===== src/core/scm_cfg.svh =====
// named constants of the system clock mode controller
// assumes: 8-bit register port, one 10 MHz system clock, sampled fc/fs pins
// How it works
// - clocks come from a 2-stage prescaler, 21-stage divider and machine-cycle counter
// - reset and stop entry or exit clear prescaler and divider to zero
// - stage-7 input chosen by mode, main clock select and stage-7 select bit
// - in slow run or slow halt, fs feeds stage 7 directly
// - warm-up after stop entered from fast run feeds stage 6 into stage 7
// - a machine cycle is four states, each one main clock period
// - instructions run whole machine cycles, one to ten of them
// - single mode runs fc only, slow pins are ports, cycle 4/fc
// - reset enters single-clock fast run
// - halt bit enters fast halt; cpu and watchdog stop, peripherals run
// - any interrupt ends fast halt; master enable decides service or resume
// - timing generator halt bit in single mode enters deep fast halt
// - time-base source falling edge ends deep halt into single fast run
// - deep halt ignores timebase enable; latch set on return if enabled
// - dual mode runs both oscillators, fs only in slow low and slow halt; main clock fc or fs by mode
// - dual fast run clocks cpu from fc, peripherals from fc or fs
// - main clock select one goes slow, zero returns to dual fast run
// - clearing fast oscillator enable in slow both moves to slow low
// - generator supplies main clock, divider pulses and source clocks
// - slow low run and its halt stop divider stages one to six
`ifndef SCM_CFG_SVH
`define SCM_CFG_SVH
// register offsets
`define SCM_ADDR_CTRL1      4'h0
`define SCM_ADDR_CTRL2      4'h1
`define SCM_ADDR_TBC        4'h2
`define SCM_ADDR_STAT       4'h3
// field positions
`define SCM_C1_STOP         7
`define SCM_C2_FAST_EN      7
`define SCM_C2_SLOW_EN      6
`define SCM_C2_MAIN_SEL     5
`define SCM_C2_HALT         3
`define SCM_C2_TIMING_GEN_HALT_BIT       2
`define SCM_TB_DV7          4
`define SCM_TB_EN           3
`define SCM_TB_SEL_HI       2
`define SCM_TB_SEL_LO       0
// reset values
`define SCM_C1_RST          8'h00
`define SCM_C2_RST          8'h80
`define SCM_TB_RST          8'h00
`define SCM_ZERO8           8'h00
// divider geometry and taps
`define SCM_PRE_LAST        2'h3
`define SCM_LO_W            6
`define SCM_HI_W            15
`define SCM_TAP_W           21
`define SCM_DVO_TAP         12
`define SCM_WARM_TAP        15
`define SCM_TB_TAP0         20
`define SCM_TB_TAP1         18
`define SCM_TB_TAP2         13
`define SCM_TB_TAP3         11
`define SCM_TB_TAP4         10
`define SCM_TB_TAP5         9
`define SCM_TB_TAP6         7
`define SCM_TB_TAP7         5
// machine cycle
`define SCM_LAST_STATE      2'h3
`define SCM_MAX_CYC         4'ha
`define SCM_ONE_CYC         4'h1
`endif


===== src/core/scm_pkg.sv =====
// types of the system clock mode controller
// assumes: scm_cfg.svh supplies the numeric constants
package scm_pkg;
  // operating modes, one-hot
  typedef enum logic [9:0] {
    SCM_FRS = 10'h001, // fast_run_single_mode
    SCM_FHS = 10'h002, // fast_halt_single_mode
    SCM_DFH = 10'h004, // deep_fast_halt_mode
    SCM_FRD = 10'h008, // fast_run_dual_mode
    SCM_FHD = 10'h010, // fast_halt_dual_mode
    SCM_SRB = 10'h020, // slow_run_both_osc_mode
    SCM_SRL = 10'h040, // slow_run_low_osc_mode
    SCM_SLH = 10'h080, // halt on the slow clock
    SCM_STP = 10'h100, // oscillators off
    SCM_WRM = 10'h200  // warm-up after stop
  } scm_mode_t;
endpackage : scm_pkg


===== src/core/scm_ctrl.sv =====
// system clock mode controller: prescaler, divider, mode sequencer, registers
// assumes: fast/slow oscillator outputs arrive as pins slower than sys_clk_i/2,
// cpu and interrupt signals come from logic on sys_clk_i
`timescale 1ns/1ps
`include "scm_cfg.svh"
module scm_ctrl
  import scm_pkg::*;
(
  // clock and reset
  input  wire logic                  sys_clk_i,
  input  wire logic                  rst_n_i,
  // oscillator and wake pins
  input  wire logic                  fast_clock_i,
  input  wire logic                  slow_clock_i,
  input  wire logic                  stop_wake_n_i,
  // register port
  input  wire logic [3:0]            reg_addr_i,
  input  wire logic [7:0]            reg_wdata_i,
  input  wire logic                  reg_we_i,
  input  wire logic                  reg_re_i,
  output logic [7:0]                 reg_rdata_o,
  // interrupt side
  input  wire logic                  irq_req_i,
  input  wire logic                  interrupt_master_enable_i,
  input  wire logic                  timebase_irq_individual_enable_i,
  output logic                       irq_service_o,
  output logic                       timebase_interrupt_o,
  // instruction sequencing
  input  wire logic                  insn_start_i,
  input  wire logic [3:0]            insn_cycles_i,
  output logic                       insn_done_o,
  // clocks and status
  output scm_mode_t                  mode_o,
  output logic [1:0]                 machine_state_o,
  output logic                       cpu_state_tick_o,
  output logic                       periph_tick_o,
  output logic                       watchdog_tick_o,
  output logic                       timebase_tick_o,
  output logic [`SCM_TAP_W-1:0]      divider_taps_o,
  output logic                       divider_output_pulse_o,
  output logic                       fast_osc_run_o,
  output logic                       slow_osc_run_o,
  output logic                       slow_osc_pins_port_o
);
  logic fc_s, fs_s, wake_s;
  logic fc_prev_q, fc_prev_d, fs_prev_q, fs_prev_d;
  logic fc_tick, fs_tick, main_tick, cycle_end;
  logic [1:0] mstate;
  logic [1:0] pre_q, pre_d;
  logic [`SCM_LO_W-1:0] lo_q, lo_d;
  logic [`SCM_HI_W-1:0] hi_q, hi_d;
  logic [`SCM_TAP_W-1:0] taps;
  logic pre_carry, lo_carry, st7_tick, low_run, div_clr;
  logic [7:0] c1_q, c1_d, c2_q, c2_d, tb_q, tb_d, rd_q, rd_d;
  scm_mode_t mode_q, mode_d, ret_q, ret_d;
  logic tben_q, tben_d, dwake_q, dwake_d, tbirq_q, tbirq_d, svc_q, svc_d;
  logic tb_prev_q, tb_prev_d, tb_src, tb_fall;
  logic [3:0] icnt_q, icnt_d;
  logic done_q, done_d;
  logic slow_main, cpu_run, periph_run, halt_wake, stop_enter, stop_leave;
  logic dual, warm_done;

  // pin levels: two flops before any logic
  scm_sync #(.RST_VAL(1'b0)) u_sync_fc (
    .sys_clk_i (sys_clk_i),
    .rst_n_i   (rst_n_i),
    .async_i   (fast_clock_i),
    .sync_o    (fc_s)
  );
  scm_sync #(.RST_VAL(1'b0)) u_sync_fs (
    .sys_clk_i (sys_clk_i),
    .rst_n_i   (rst_n_i),
    .async_i   (slow_clock_i),
    .sync_o    (fs_s)
  );
  scm_sync #(.RST_VAL(1'b1)) u_sync_wake (
    .sys_clk_i (sys_clk_i),
    .rst_n_i   (rst_n_i),
    .async_i   (stop_wake_n_i),
    .sync_o    (wake_s)
  );

  // oscillator edges; a stopped oscillator gives no ticks
  always_comb begin
    fc_prev_d = fc_s;
    fs_prev_d = fs_s;
  end
  assign fc_tick = fc_s & ~fc_prev_q & fast_osc_run_o;
  assign fs_tick = fs_s & ~fs_prev_q & slow_osc_run_o;

  // mode groups
  assign dual       = c2_q[`SCM_C2_SLOW_EN];
  assign slow_main  = mode_q inside {SCM_SRB, SCM_SRL, SCM_SLH};
  assign cpu_run    = mode_q inside {SCM_FRS, SCM_FRD, SCM_SRB, SCM_SRL};
  assign periph_run = !(mode_q inside {SCM_DFH, SCM_STP, SCM_WRM});
  assign low_run    = !(mode_q inside {SCM_SRL, SCM_SLH, SCM_STP});
  assign main_tick  = slow_main ? fs_tick : (mode_q inside {SCM_STP, SCM_WRM}) ? 1'b0 : fc_tick;

  // prescaler and divider chain
  assign pre_carry = fc_tick & low_run & (pre_q == `SCM_PRE_LAST);
  assign lo_carry  = pre_carry & (&lo_q);
  always_comb begin
    // stage-7 source; switching here never truncates a stage count
    if (slow_main || (mode_q == SCM_WRM && ret_q inside {SCM_SRB, SCM_SRL})) begin
      st7_tick = fs_tick;
    end else if (mode_q == SCM_WRM) begin
      st7_tick = lo_carry;
    end else if (mode_q == SCM_STP) begin
      st7_tick = 1'b0;
    end else if (tb_q[`SCM_TB_DV7]) begin
      st7_tick = fs_tick;
    end else begin
      st7_tick = lo_carry;
    end
  end
  always_comb begin
    pre_d = pre_q;
    lo_d  = lo_q;
    hi_d  = hi_q;
    if (div_clr) begin
      pre_d = 2'h0;
      lo_d  = '0;
      hi_d  = '0;
    end else begin
      if (fc_tick && low_run) begin
        pre_d = pre_q + 2'h1;
      end
      if (pre_carry) begin
        lo_d = lo_q + 6'h01;
      end
      if (st7_tick) begin
        hi_d = hi_q + 15'h0001;
      end
    end
  end
  assign taps = {hi_q, lo_q};

  // time-base source and its falling edge
  always_comb begin
    unique case (tb_q[`SCM_TB_SEL_HI:`SCM_TB_SEL_LO])
      3'h0:    tb_src = taps[`SCM_TB_TAP0];
      3'h1:    tb_src = taps[`SCM_TB_TAP1];
      3'h2:    tb_src = taps[`SCM_TB_TAP2];
      3'h3:    tb_src = taps[`SCM_TB_TAP3];
      3'h4:    tb_src = taps[`SCM_TB_TAP4];
      3'h5:    tb_src = taps[`SCM_TB_TAP5];
      3'h6:    tb_src = taps[`SCM_TB_TAP6];
      default: tb_src = taps[`SCM_TB_TAP7];
    endcase
    tb_prev_d = tb_src;
  end
  assign tb_fall = tb_prev_q & ~tb_src;

  // machine-cycle counter on the main clock
  scm_mcycle u_mcycle (
    .sys_clk_i   (sys_clk_i),
    .rst_n_i     (rst_n_i),
    .tick_i      (main_tick),
    .clr_i       (div_clr),
    .state_o     (mstate),
    .cycle_end_o (cycle_end)
  );

  // wake and stop events
  assign halt_wake  = irq_req_i & (mode_q inside {SCM_FHS, SCM_FHD, SCM_SLH});
  assign stop_enter = cycle_end & cpu_run & c1_q[`SCM_C1_STOP];
  assign stop_leave = (mode_q == SCM_STP) & ~wake_s;
  assign warm_done  = (mode_q == SCM_WRM) & taps[`SCM_WARM_TAP];
  assign div_clr    = stop_enter | stop_leave;

  // mode sequencer: run and halt changes only at a cycle boundary
  always_comb begin
    mode_d  = mode_q;
    ret_d   = ret_q;
    tben_d  = tben_q;
    dwake_d = dwake_q | ((mode_q == SCM_DFH) & tb_fall);
    tbirq_d = 1'b0;
    svc_d   = 1'b0;
    if (stop_enter) begin
      mode_d = SCM_STP;
      ret_d  = mode_q;
    end else if (stop_leave) begin
      mode_d = SCM_WRM;
    end else if (warm_done) begin
      mode_d = ret_q;
    end else if (cycle_end) begin
      unique case (mode_q)
        SCM_FRS: begin
          if (c2_q[`SCM_C2_TIMING_GEN_HALT_BIT]) begin
            mode_d = SCM_DFH;
            tben_d = tb_q[`SCM_TB_EN];
            dwake_d = 1'b0;
          end else if (c2_q[`SCM_C2_HALT]) begin
            mode_d = SCM_FHS;
          end else if (dual) begin
            mode_d = SCM_FRD;
          end
        end
        SCM_FRD: begin
          if (c2_q[`SCM_C2_HALT]) begin
            mode_d = SCM_FHD;
          end else if (!dual) begin
            mode_d = SCM_FRS;
          end else if (c2_q[`SCM_C2_MAIN_SEL]) begin
            mode_d = SCM_SRB;
          end
        end
        SCM_SRB: begin
          if (c2_q[`SCM_C2_HALT]) begin
            mode_d = SCM_SLH;
          end else if (!c2_q[`SCM_C2_MAIN_SEL]) begin
            mode_d = SCM_FRD;
          end else if (!c2_q[`SCM_C2_FAST_EN]) begin
            mode_d = SCM_SRL;
          end
        end
        SCM_SRL: begin
          if (c2_q[`SCM_C2_HALT]) begin
            mode_d = SCM_SLH;
          end else if (c2_q[`SCM_C2_FAST_EN]) begin
            mode_d = SCM_SRB;
          end
        end
        SCM_FHS, SCM_FHD, SCM_SLH: begin
          if (halt_wake) begin
            mode_d = (mode_q == SCM_FHS) ? SCM_FRS : (mode_q == SCM_FHD) ? SCM_FRD
                   : c2_q[`SCM_C2_FAST_EN] ? SCM_SRB : SCM_SRL;
            svc_d  = interrupt_master_enable_i;
          end
        end
        SCM_DFH: begin
          if (dwake_q) begin
            mode_d  = SCM_FRS;
            tbirq_d = tben_q;
            svc_d   = tben_q & interrupt_master_enable_i & timebase_irq_individual_enable_i;
          end
        end
        default: mode_d = SCM_FRS;
      endcase
    end
  end

  // instruction length counter in machine cycles
  always_comb begin
    icnt_d = icnt_q;
    done_d = 1'b0;
    if (insn_start_i) begin
      icnt_d = (insn_cycles_i == 4'h0) ? `SCM_ONE_CYC
             : (insn_cycles_i > `SCM_MAX_CYC) ? `SCM_MAX_CYC : insn_cycles_i;
    end else if (cycle_end && cpu_run && icnt_q != 4'h0) begin
      icnt_d = icnt_q - 4'h1;
      done_d = (icnt_q == `SCM_ONE_CYC);
    end
  end

  // register port; hardware clears halt requests on wake and the stop request when warm-up ends
  always_comb begin
    c1_d = c1_q;
    c2_d = c2_q;
    tb_d = tb_q;
    rd_d = `SCM_ZERO8;
    if (warm_done) begin
      c1_d[`SCM_C1_STOP] = 1'b0;
    end
    if (mode_d != mode_q && (mode_q inside {SCM_FHS, SCM_FHD, SCM_SLH})) begin
      c2_d[`SCM_C2_HALT] = 1'b0;
    end
    if (mode_d != mode_q && mode_q == SCM_DFH) begin
      c2_d[`SCM_C2_TIMING_GEN_HALT_BIT] = 1'b0;
    end
    if (reg_we_i) begin
      unique case (reg_addr_i)
        `SCM_ADDR_CTRL1: c1_d = reg_wdata_i & 8'h80;
        `SCM_ADDR_CTRL2: c2_d = reg_wdata_i & 8'hec;
        `SCM_ADDR_TBC:   tb_d = reg_wdata_i & 8'h1f;
        default:         ;
      endcase
    end
    if (reg_re_i) begin
      unique case (reg_addr_i)
        `SCM_ADDR_CTRL1: rd_d = c1_q;
        `SCM_ADDR_CTRL2: rd_d = c2_q;
        `SCM_ADDR_TBC:   rd_d = tb_q;
        `SCM_ADDR_STAT:  rd_d = {cpu_run, dual, fast_osc_run_o, slow_osc_run_o,
                                 ~periph_run, slow_main, mstate};
        default:         rd_d = `SCM_ZERO8;
      endcase
    end
  end

  // all state registers
  always_ff @(posedge sys_clk_i) begin
    if (!rst_n_i) begin
      fc_prev_q <= 1'b0;
      fs_prev_q <= 1'b0;
      pre_q     <= 2'h0;
      lo_q      <= '0;
      hi_q      <= '0;
      tb_prev_q <= 1'b0;
      mode_q    <= SCM_FRS;
      ret_q     <= SCM_FRS;
      tben_q    <= 1'b0;
      dwake_q   <= 1'b0;
      tbirq_q   <= 1'b0;
      svc_q     <= 1'b0;
      icnt_q    <= 4'h0;
      done_q    <= 1'b0;
      c1_q      <= `SCM_C1_RST;
      c2_q      <= `SCM_C2_RST;
      tb_q      <= `SCM_TB_RST;
      rd_q      <= `SCM_ZERO8;
    end else begin
      fc_prev_q <= fc_prev_d;
      fs_prev_q <= fs_prev_d;
      pre_q     <= pre_d;
      lo_q      <= lo_d;
      hi_q      <= hi_d;
      tb_prev_q <= tb_prev_d;
      mode_q    <= mode_d;
      ret_q     <= ret_d;
      tben_q    <= tben_d;
      dwake_q   <= dwake_d;
      tbirq_q   <= tbirq_d;
      svc_q     <= svc_d;
      icnt_q    <= icnt_d;
      done_q    <= done_d;
      c1_q      <= c1_d;
      c2_q      <= c2_d;
      tb_q      <= tb_d;
      rd_q      <= rd_d;
    end
  end

  // outputs; the slow oscillator stays off in single mode
  assign reg_rdata_o            = rd_q;
  assign irq_service_o          = svc_q;
  assign timebase_interrupt_o   = tbirq_q;
  assign insn_done_o            = done_q;
  assign mode_o                 = mode_q;
  assign machine_state_o        = mstate;
  assign cpu_state_tick_o       = main_tick & cpu_run;
  assign periph_tick_o          = main_tick & periph_run;
  assign watchdog_tick_o        = main_tick & cpu_run;
  assign timebase_tick_o        = tb_fall;
  assign divider_taps_o         = taps;
  assign divider_output_pulse_o = taps[`SCM_DVO_TAP];
  assign fast_osc_run_o         = !(mode_q inside {SCM_STP, SCM_SRL, SCM_SLH});
  assign slow_osc_run_o         = dual & (mode_q != SCM_STP);
  assign slow_osc_pins_port_o   = ~dual;
endmodule : scm_ctrl


===== src/core/scm_sync.sv =====
// two-flop synchroniser for one pin level
// assumes: input is asynchronous to sys_clk_i
`timescale 1ns/1ps
module scm_sync #(
  parameter logic RST_VAL = 1'b0
) (
  // clock and reset
  input  wire logic sys_clk_i,
  input  wire logic rst_n_i,
  // level in and out
  input  wire logic async_i,
  output logic      sync_o
);
  logic meta_q, meta_d, sync_q, sync_d;

  // first flop feeds only the second
  always_comb begin
    meta_d = async_i;
    sync_d = meta_q;
  end

  always_ff @(posedge sys_clk_i) begin
    if (!rst_n_i) begin
      meta_q <= RST_VAL;
      sync_q <= RST_VAL;
    end else begin
      meta_q <= meta_d;
      sync_q <= sync_d;
    end
  end

  assign sync_o = sync_q;
endmodule : scm_sync


===== src/core/scm_mcycle.sv =====
// machine-cycle state counter S0..S3
// assumes: tick_i is one main clock period pulse from the same clock
`timescale 1ns/1ps
`include "scm_cfg.svh"
module scm_mcycle (
  // clock and reset
  input  wire logic       sys_clk_i,
  input  wire logic       rst_n_i,
  // main clock tick and clear
  input  wire logic       tick_i,
  input  wire logic       clr_i,
  // state and boundary
  output logic [1:0]      state_o,
  output logic            cycle_end_o
);
  logic [1:0] state_q, state_d;

  // one state per main clock period
  always_comb begin
    state_d = state_q;
    if (clr_i) begin
      state_d = 2'h0;
    end else if (tick_i) begin
      state_d = state_q + 2'h1;
    end
  end

  always_ff @(posedge sys_clk_i) begin
    if (!rst_n_i) begin
      state_q <= 2'h0;
    end else begin
      state_q <= state_d;
    end
  end

  assign state_o     = state_q;
  assign cycle_end_o = tick_i & (state_q == `SCM_LAST_STATE);
endmodule : scm_mcycle


===== config.mk =====
export PLATFORM = sky130hd
export DESIGN_NAME = scm_ctrl
export DESIGN_NICKNAME = d
export VERILOG_FILES = /design/src/core/scm_pkg.sv /design/src/core/scm_ctrl.sv /design/src/core/scm_sync.sv /design/src/core/scm_mcycle.sv
export VERILOG_INCLUDE_DIRS = /design/src /design/src/core
export SDC_FILE = /design/constraint.sdc
export NUM_CORES = 1
export LEC_CHECK = 0
export CAP_MARGIN = 5
export CORE_MARGIN = 2
export CORE_UTILIZATION = 51
export DETAILED_ROUTE_END_ITERATION = 10
export DONT_BUFFER_PORTS = 1
export GPL_TIMING_DRIVEN = 0
export HOLD_SLACK_MARGIN = 0.02
export PLACE_DENSITY = 0.68
export SLEW_MARGIN = 10
export SYNTH_ARGS = -nofsm -noshare
export SYNTH_HDL_FRONTEND = slang
export SYNTH_SLANG_ARGS = --single-unit

===== constraint.sdc =====
create_clock -name sys_clk_i -period 3.9 [get_ports sys_clk_i]
set_clock_uncertainty 0.2 [all_clocks]
set_input_delay 0.78 -clock sys_clk_i [delete_from_list [all_inputs] [get_ports sys_clk_i]]
set_output_delay 0.78 -clock sys_clk_i [all_outputs]
set_load 0.02 [all_outputs]

==> results by group, run 1 <==
STA
  – Tcrit/Tclk final: a little over nine tenths
  – Hold slack: 219 ps
  – Peak Freq: 261 MHz
  – Unrepaired setup endpoints after global routing: yes
  – TNS Setup: 0 ps
  – Final Setup Violations: 0
  – Final Critical Period: between 3000 and 4000 ps
  – Slew Viols, Final: 0
  – Worst relative slew slack: about three fifths
  – Hold Fails Final Rpt: 0
  – Slew @ Worst Pin: 597 ps

Clocking
  – Clock-pin slew on the worst setup and hold paths: roughly 90 ps
  – Max clock buf depth: 2
  – Clk root buf: clkbuf_8
  – CTS sink count: 82
  – Skew-Pair Late Insertion Delay: about 360 ps
  – Htree depth: 3
  – CTS tree: yes
  – Number of CTS-inserted buffers: 9

Power and ir drop
  – Psw: 0.416 mW
  – Lkg Pwr: 1.91 nW
  – P_int: 1.14 mW
  – Clock share of power: 37.7%
  – Peak supply drop: 219 uV
  – Sw frac: 26.7%
  – Seq pwr share: roughly 56%
  – Pwr per Cell Area: 314 nW/um2
  – Combinational power share: 6.6%

Die
  – FP Rows: 34
  – Initial Utilization: about half
  – I/O pin count: 79
  – DIE WIDTH: around 97 um
  – Core area: 8590 um2
  – Die Y: about 97 um
  – Die area: ~9500 um2

Layout
  – Nets@finish: 593
  – Layout cell share with drive strength beyond 1: 13.1%
  – Most frequent cells in the layout: nor2_1, dfxtp_1, nand2_1
  – Design area: approximately 5000 um2
  – Diode count: 0
  – Area Overhead vs Synth: 11.8%
  – Commonest non-fill, non-tap cell in the layout: nor2_1

Routing
  – DRT antenna net count: 0
  – Vias: 4,187
  – WL final: 13,600 um
  – Post-route DRC: 0
  – 1st-iter DRT viols: 519
  – Routed len/inst: 20.2 um
  – Vias per cell: just over 6
  – Drt pass-1 iters: 8

Hold path
  – Worst hold path class: flop to flop

Critical path
  – Critical Path End Type: output port
  – Type of origin of the critical path: flop
  – Worst EP required: 2920 ps
  – Crit Path Category: flop to output port
  – CP max FO: 10
  – Arr. time, crit path: 2850 ps

Global route
  – Vias in the first global route: ~4,000
  – Largest net degree at the start of global routing: 16
  – First-pass GRT wire length: 21,300 um
  – Initial antenna violation count: 0
  – Global Route Usage Sum: between 20% and 30%
  – Grt ovf: 0

Job
  – Max-Cap Viols: 0

Synth
  – Ys Warns: 0
  – Register area share after synthesis: 37.0%
  – Top cell type's share of synthesized area: between 30% and 40%
  – Top FF cell, synth: dfxtp_1
  – Mapped Area: 4440 um2
  – Area leader, netlist: dfxtp_1
  – #FFs+latches synth: 82
  – Ys async rst share: 0%
  – Syn_area_per_cell: 8.17 um2
  – Top post-synthesis cells by area: dfxtp_1, nor2_1, mux2i_1
  – Yosys cell types: 63
  – Mapped Nets: 576
  – Post-synth EDFFs: 0
  – Post-Syn Instances: 543

Placed design
  – PortBufs: 0
  – Cell area after placement: 4570 um2
  – DP Wirelength: approximately 10,000 um
  – Placer Congestion: 0.939

Run status
  – Run status: complete, no violations
[worst max-delay path, stage by stage, from the launching register on]
cell and delay [ps]:
dfxtp_1 490, clkbuf_4 330, nor2b_2 330, nand2_1 110
a31oi_2 340, nor2b_1 90, a21oi_1 360, nor2b_1 230
buf_4 220
[state kept, by name, summed over array words and instances, names as in the netlist, 4 cells and up]
| name | count |
|---|---|
| hi_q | 15 |
| mode_o | 10 |
| ret_q | 10 |
| reg_rdata_o | 8 |
| lo_q | 6 |
| c2_q | 5 |
| tb_q | 5 |
| icnt_q | 4 |
[power groups by stage]
| stage | Combinational (mW) | Sequential, mW | Clock [mW] |
|---|---|---|---|
| after floorplan | 0.0730 | 0.879 | 0 |
| after global placement | 0.0961 | 0.884 | 0 |
| after detailed placement | 0.0959 | 0.885 | 0 |
| after CTS | 0.0989 | 0.866 | 0.596 |
| after global routing | 0.113 | 0.868 | 0.638 |
| final | 0.103 | 0.866 | 0.587 |
[per-stage QoR]
stage	worst slack, ps	cells	total power, mW	util (%)
2_1_floorplan	542	543	0.952	-
3_3_place_gp	-467	651	0.980	53.2
3_5_place_dp	-404	651	0.980	53.2
4_1_cts	27.7	667	1.56	56.3
5_1_grt	-21.9	673	1.62	57.7
6_report	70.3	673	1.56	57.7
[layout make-up]
type	count	area [um2]
Tap cell	108	135
Multi-Input combinational cell	416	2730
Timing Repair Buffer	7	52.6
Inverter	15	56.3
Clock buffer	10	138
Clock inverter	6	48.8
Fill cell	811	3630
Buffer	29	154
Sequential cell	82	1650
[metal layers]
layer,GRT usage [%],vias up,wire length [um]
met1,37.3,1957,5700
met2,44.4,222,6070
met3,8.56,43,1360
met5,0,-,0
li1,-,1965,-
met4,10.8,0,458
[synth_stat cells (all sizes together), types with 13 or more instances]
| cell | count |
|---|---|
| dfxtp | 82 |
| nor2 | 81 |
| nand2 | 51 |
| a21oi | 28 |
| o21ai | 24 |
| mux2i | 23 |
| nand3 | 20 |
| clkbuf | 17 |
| and3 | 15 |
| inv | 15 |
| xor2 | 15 |
| xnor2 | 14 |
| buf | 13 |
| nor4 | 13 |
[worst paths after layout]
| check | from | endpoint | slack [ps] | cells after the start |
|---|---|---|---|---|
| max | mode_o[9]$_SDFF_PN0_ | watchdog_tick_o | 70 | 8 |
| max reg2reg | mode_o[2]$_SDFF_PN0_ | c2_q[2]$_SDFF_PN0_ | 90 | 10 |
| min reg2reg | u_sync_wake.meta_q$_SDFF_PN1_ | u_sync_wake.sync_o$_SDFF_PN1_ | 220 | 1 |
| min | u_sync_wake.meta_q$_SDFF_PN1_ | u_sync_wake.sync_o$_SDFF_PN1_ | 220 | 1 |
[cells by family (layout without fill, tap and decap cells)]
kind of cell | after synthesis | after routing | share of synthesized area, %
flops | 82 | 82 | 37.0
xor+xnor | 29 | 29 | 5.72
compound gates | 96 | 96 | 14.6
fa+ha+maj | 7 | 7 | 1.92
simple gates | 257 | 257 | 29.4
buf+inv | 45 | 67 | 4.62
mux | 27 | 27 | 6.80
[timing repair]
item | CTS | global route
setup endpoints to repair | 15 | 8
hold buffers | 0 | 0
gates resized for setup | 15 | 19
hold endpoints to repair | 0 | 0
pin swaps | 1 | 3
setup buffers | 0 | 7
Power figures use the tool's default switching activity.
==> run 2: changes to the inputs <==
--- a/config.mk
+++ b/config.mk
@@ -6,6 +6,7 @@
 export SDC_FILE = /design/constraint.sdc
 export NUM_CORES = 1
 export LEC_CHECK = 0
+export ABC_AREA = 1
 export CAP_MARGIN = 5
 export CORE_MARGIN = 2
 export CORE_UTILIZATION = 51
==> constraint.sdc (replaced) <==
create_clock -name sys_clk_i -period 3.9 [get_ports sys_clk_i]
set_clock_uncertainty 0.2 [all_clocks]
set_input_delay 0.195 -clock sys_clk_i [delete_from_list [all_inputs] [get_ports sys_clk_i]]
set_output_delay 0.195 -clock sys_clk_i [all_outputs]
set_load 0.02 [all_outputs]
==> results by group, run 2 <==
Run status
  – Run status: complete, no violations

Die
  – DIE WIDTH: about 100 um
  – FP Rows: 34
  – I/O pin count: 79
  – Core area: 8810 um2
  – Die Y: 99.7 um
  – Initial Utilization: 53.0%
  – Die area: 9940 um2

Clocking
  – Htree depth: 3
  – Clock-pin slew on the worst setup and hold paths: roughly 90 ps
  – Max clock buf depth: 2
  – Skew-Pair Late Insertion Delay: 360 ps
  – CTS tree: yes
  – CTS sink count: 82
  – PostCTS Resize Cnt: 0
  – Number of CTS-inserted buffers: 9
  – Post-CTS Hold Buffers: 34
  – Post-CTS Setup Repair Bufs: 0
  – Clk root buf: clkbuf_8

STA
  – Unrepaired setup endpoints after global routing: no
  – TNS Setup: 0 ps
  – Slew @ Worst Pin: around 720 ps
  – Final Critical Period: 3620 ps
  – Worst relative slew slack: 51.5%
  – Final Setup Violations: 0
  – Hold Fails Final Rpt: 0
  – Slew Viols, Final: 0
  – Peak Freq: 276 MHz
  – Tcrit/Tclk final: 92.9%

Layout
  – Filler cells: between 800 and 900
  – Area Overhead vs Synth: 14.7%
  – Diode count: 0
  – Footprint of the multi-input gates: 2550 um2
  – Seq. cell area: 1640 um2
  – Layout cell share with drive strength beyond 1: under 10%
  – Most frequent cells in the layout: nand2_1, inv_1, dfxtp_1
  – Nets@finish: 777
  – Commonest non-fill, non-tap cell in the layout: nand2_1
  – Reg with most FFs: hi_q
  – Max FFs per register: 15

Synth
  – Synth Area in Adders: 1.61%
  – Ys Warns: 0
  – Mapped Area: between 4000 and 5000 um2
  – Mapped Nets: 732
  – Synth Area in Compound Gates: 12.8%
  – Top cell type's share of synthesized area: about a third
  – #FFs+latches synth: 82
  – Post-synth EDFFs: 0
  – Combinational family with the most area after synthesis: simple AND/OR/NAND/NOR gates
  – Post-Syn Instances: 699
  – Count leader, synth: nand2_1
  – Ys async rst share: 0%
  – Yosys cell types: 45
  – Proportion of synthesized area in mux cells: 0%
  – Register area share after synthesis: 35.2%
  – Syn_area_per_cell: 6.68 um2
  – Xor/xnor share of the synthesized area: 2.63%
  – Top FF cell, synth: dfxtp_1
  – Simple-gate share of the synthesized area: 37.6%
  – Area leader, netlist: dfxtp_1
  – Top post-synthesis cells by area: dfxtp_1, nand2_1, nand3_1
  – Commonest cells in the netlist: nand2_1, inv_1, dfxtp_1, nand3_1, nor2_1

Job
  – Max-Cap Viols: 0

Global route
  – First-pass GRT wire length: 21,400 um
  – Initial antenna violation count: 0
  – Global Route Usage Sum: 27.1%
  – Vias in the first global route: around 4,500
  – Largest net degree at the start of global routing: 17
  – Grt ovf: 0

Critical path
  – Crit Path Category: input pin to flop
  – Reg2reg setup slack: 460 ps
  – Worst EP required: 4010 ps
  – CP max FO: 5
  – Type of origin of the critical path: input pin
  – Critical Path End Type: flop
  – RR Endpoint: icnt_q[1]$_SDFFE_PN0P_
  – Arr. time, crit path: 3730 ps
  – Worst R2R Path Depth: 16
  – Critical R2R Launch: mode_o[3]$_SDFF_PN0_

Routing
  – Post-route DRC: 0
  – Routed len/inst: 15.4 um
  – Drt pass-1 iters: 6
  – WL final: 13,200 um
  – DRT antenna net count: 0
  – 1st-iter DRT viols: 335
  – Vias: 4,877
  – Vias per cell: 5.69

Hold path
  – Hold path cells: 4
  – Hold Path Sink: icnt_q[1]$_SDFFE_PN0P_
  – Worst hold path class: input pin to flop
  – Hold Path Origin: insn_start_i

Power and ir drop
  – Pwr Total: 1.62 mW
  – Lkg Pwr: 2.19 nW
  – Peak supply drop: around 230 uV
  – Pwr per Cell Area: 302 nW/um2

Placed design
  – DP Wirelength: 9980 um
  – PortBufs: 0
  – Placer Congestion: a little over 0.9
[run 2: cell count changes after synthesis, sizes merged, moves of 14 or more]
cell,delta
a21oi,+21
and3,-14
inv,+79
mux2i,-23
nand2,+121
nand3,+52
nor3,+15
[run 2: metal layers]
layer  up-vias  global-route usage [%]  routed length, um
li1       2378                       -                  -
met1      2256                    36.3               5890
met2       218                    44.3               6000
met3        25                    5.48               1050
met4         0                    8.11                222
met5         -                       0                  0
[run 2: worst max-delay path by stage]
stage                         start                      to
3_5_place_dp   mode_o[3]$_SDFF_PN0_  icnt_q[1]$_SDFFE_PN0P_
3_3_place_gp   mode_o[3]$_SDFF_PN0_  icnt_q[1]$_SDFFE_PN0P_
5_1_grt               reg_addr_i[2]    c2_q[7]$_SDFFE_PN1P_
6_report              reg_addr_i[3]    c2_q[7]$_SDFFE_PN1P_
4_1_cts               reg_addr_i[3]    c2_q[7]$_SDFFE_PN1P_
2_1_floorplan  mode_o[3]$_SDFF_PN0_  icnt_q[1]$_SDFFE_PN0P_
[run 2: stage by stage]
step	hold WS (ps)	utilization, %	instances	setup WS (ps)	cell area [um2]
floorplan	73.3	-	699	1200	4670
global placement	82.0	54.6	807	613	4800
detailed placement	77.8	54.6	807	542	4800
CTS	33.2	60.8	857	448	5350
global route	114	60.8	857	162	5350
finish	63.6	60.8	857	278	5350
[run 2: kinds of logic (layout without fill, tap and decap cells)]
group | Yosys count | after routing
and+or+nand+nor | 377 | 377
buffers and inverters | 114 | 164
AOI/OAI and AO/OA | 106 | 106
DFF | 82 | 82
xor gates and xnor gates | 14 | 14
adders and majority gates | 6 | 6
[run 2: final cells by class]
type                       count  share of cell area (%)
multi-input combinational    503                    47.7
sequential                    82                    30.7
inverter                      94                    6.59
timing repair buffer          34                    6.36
tap                          108                    2.52
clock buffer                   9                    2.31
buffer                        20                    2.27
clock inverter                 7                    1.59
[run 2: critical path, stage by stage]
cell and delay, ps:
dlygate4sd3_1 530, nor2_1 180, dlygate4sd3_1 620, inv_1 90
nor3_1 380, inv_1 110, nor2_1 310, nand2_1 90
dlygate4sd3_1 570, o211ai_1 90, dlygate4sd3_1 570
[run 2: power breakdown]
group          switching (mW)  internal (mW)  total [mW]  leakage (nW)
Combinational          0.0607         0.0429       0.104          1.43
Clock                   0.346          0.308       0.654        0.0999
Sequential             0.0110          0.848       0.859         0.664
Total                   0.418           1.20        1.62          2.19
==> run 3: changes to the inputs <==
--- a/config.mk
+++ b/config.mk
@@ -6,7 +6,6 @@
 export SDC_FILE = /design/constraint.sdc
 export NUM_CORES = 1
 export LEC_CHECK = 0
-export ABC_AREA = 1
 export CAP_MARGIN = 5
 export CORE_MARGIN = 2
 export CORE_UTILIZATION = 51
==> results by group, run 3 (synthesis results as in run 1) <==
Run status
  – Run status: complete, no violations

Die
  – FP Rows: 34
  – Die Y: between 90 and 100 um
  – DIE WIDTH: approximately 100 um
  – I/O pin count: 79
  – Die area: around 9500 um2
  – Initial Utilization: 51.6%
  – Core area: 8590 um2

STA
  – Slew Viols, Final: 0
  – TNS Setup: 0 ps
  – Slew @ Worst Pin: 610 ps
  – Worst relative slew slack: 59.3%
  – Final Critical Period: 3830 ps
  – Hold slack: roughly 45 ps
  – Hold Fails Final Rpt: 0
  – Peak Freq: 261 MHz
  – Final Setup Violations: 0
  – Tcrit/Tclk final: between 90% and 100%
  – Final worst slack: about 73 ps

Critical path
  – Worst EP required: 3970 ps
  – Crit Path Category: flop to flop
  – CP max FO: 10
  – Worst R2R Path Depth: 12
  – Type of origin of the critical path: flop
  – Critical Path End Type: flop
  – Arr. time, crit path: 3900 ps

Placed design
  – Placer Congestion: 0.939
  – Dpl ws: -404 ps
  – PortBufs: 0
  – Placed cell count: 651
  – DP Wirelength: 10,100 um

Global route
  – Global Route Usage Sum: 29.4%
  – Initial antenna violation count: 0
  – Vias in the first global route: 4,197
  – Grt ovf: 0
  – First-pass GRT wire length: approximately 22,000 um
  – Largest net degree at the start of global routing: 16

Routing
  – Drt pass-1 iters: 5
  – 1st-iter DRT viols: about 470
  – WL final: 14,000 um
  – Vias: between 4,000 and 5,000
  – DRT antenna net count: 0
  – Post-route DRC: 0
  – Vias per cell: 6.19
  – Routed len/inst: 20.1 um

Layout
  – Commonest non-fill, non-tap cell in the layout: nor2_1
  – Non-filler cells, final: 697
  – Reg with most FFs: hi_q
  – Layout cell share with drive strength beyond 1: 12.9%
  – Final core occ: 60.6%
  – Max FFs per register: 15
  – Area Overhead vs Synth: 17.3%
  – Diode count: 0
  – Nets@finish: roughly 620
  – Most frequent cells in the layout: nor2_1, dfxtp_1, nand2_1

Clocking
  – Max clock buf depth: 2
  – Htree depth: 3
  – Skew-Pair Late Insertion Delay: 360 ps
  – Clk root buf: clkbuf_8
  – Number of CTS-inserted buffers: 9
  – CTS tree: yes
  – CTS sink count: 82
  – Clock-pin slew on the worst setup and hold paths: 90 ps

Hold path
  – Hold path cells: 2
  – Worst hold path class: input pin to flop

Power and ir drop
  – Peak supply drop: approximately 220 uV
  – Pwr per Cell Area: 304 nW/um2
  – Lkg Pwr: 2.00 nW

Job
  – Max-Cap Viols: 0
-- run 3: what timing repair did --
action                                  CTS  global route
endpoints found under the hold margin    30             0
gates resized for setup                  15            20
setup buffers                             0             8
endpoints found under the setup margin   12             7
pin swaps                                 1             3
hold buffers                             23             0
-- run 3: cell type report --
type	instances	area [um2]
Fill cell	784	3390
Multi-Input combinational cell	416	2740
Sequential cell	82	1650
Timing Repair Buffer	31	290
Buffer	29	154
Clock buffer	10	138
Tap cell	108	135
Inverter	15	56.3
Clock inverter	6	48.8
-- run 3: layer usage --
metal  up-vias  GRT usage [%]  share of wire (%)
li1       2012              -                  -
met1      2030           37.5                 41
met2       225           46.4                 45
met3        48           9.21                9.8
met4         0           12.1                3.8
met5         -              0                  0
-- run 3: power by group --
group	leakage (nW)	switching, mW	total [mW]	internal (mW)
Sequential	0.664	0.0173	0.866	0.849
Clock	0.0855	0.336	0.590	0.254
Combinational	1.25	0.0720	0.123	0.0506
-- run 3: worst paths after layout --
kind                                                    start                             to  slack (ps)
worst min-delay path                                  rst_n_i           c2_q[7]$_SDFFE_PN1P_          40
worst max register to register           mode_o[9]$_SDFF_PN0_             c2_q[3]$_SDFF_PN0_          70
worst min register to register  u_sync_wake.meta_q$_SDFF_PN1_  u_sync_wake.sync_o$_SDFF_PN1_         220
worst max-delay path                     mode_o[9]$_SDFF_PN0_             c2_q[3]$_SDFF_PN0_          70
-- run 3: through the flow --
| stage | total power, mW | instance area [um2] |
|---|---|---|
| finish | 1.58 | 5200 |
| global route | 1.64 | 5200 |
| CTS | 1.58 | 5070 |
| detailed placement | 0.980 | 4570 |
| global placement | 0.980 | 4570 |
| floorplan | 0.952 | 4440 |
-- run 3: worst max-delay path, cell delays in order, from the launching register on --
cell and delay, ps:
dfxtp_1 500, clkbuf_4 330, nor2b_2 320, nand2_1 110
a31oi_2 340, o21ai_4 150, buf_4 160, mux2_2 300
nand3b_1 160, a22oi_1 200, o22ai_1 120, or4_1 620
o221ai_1 230
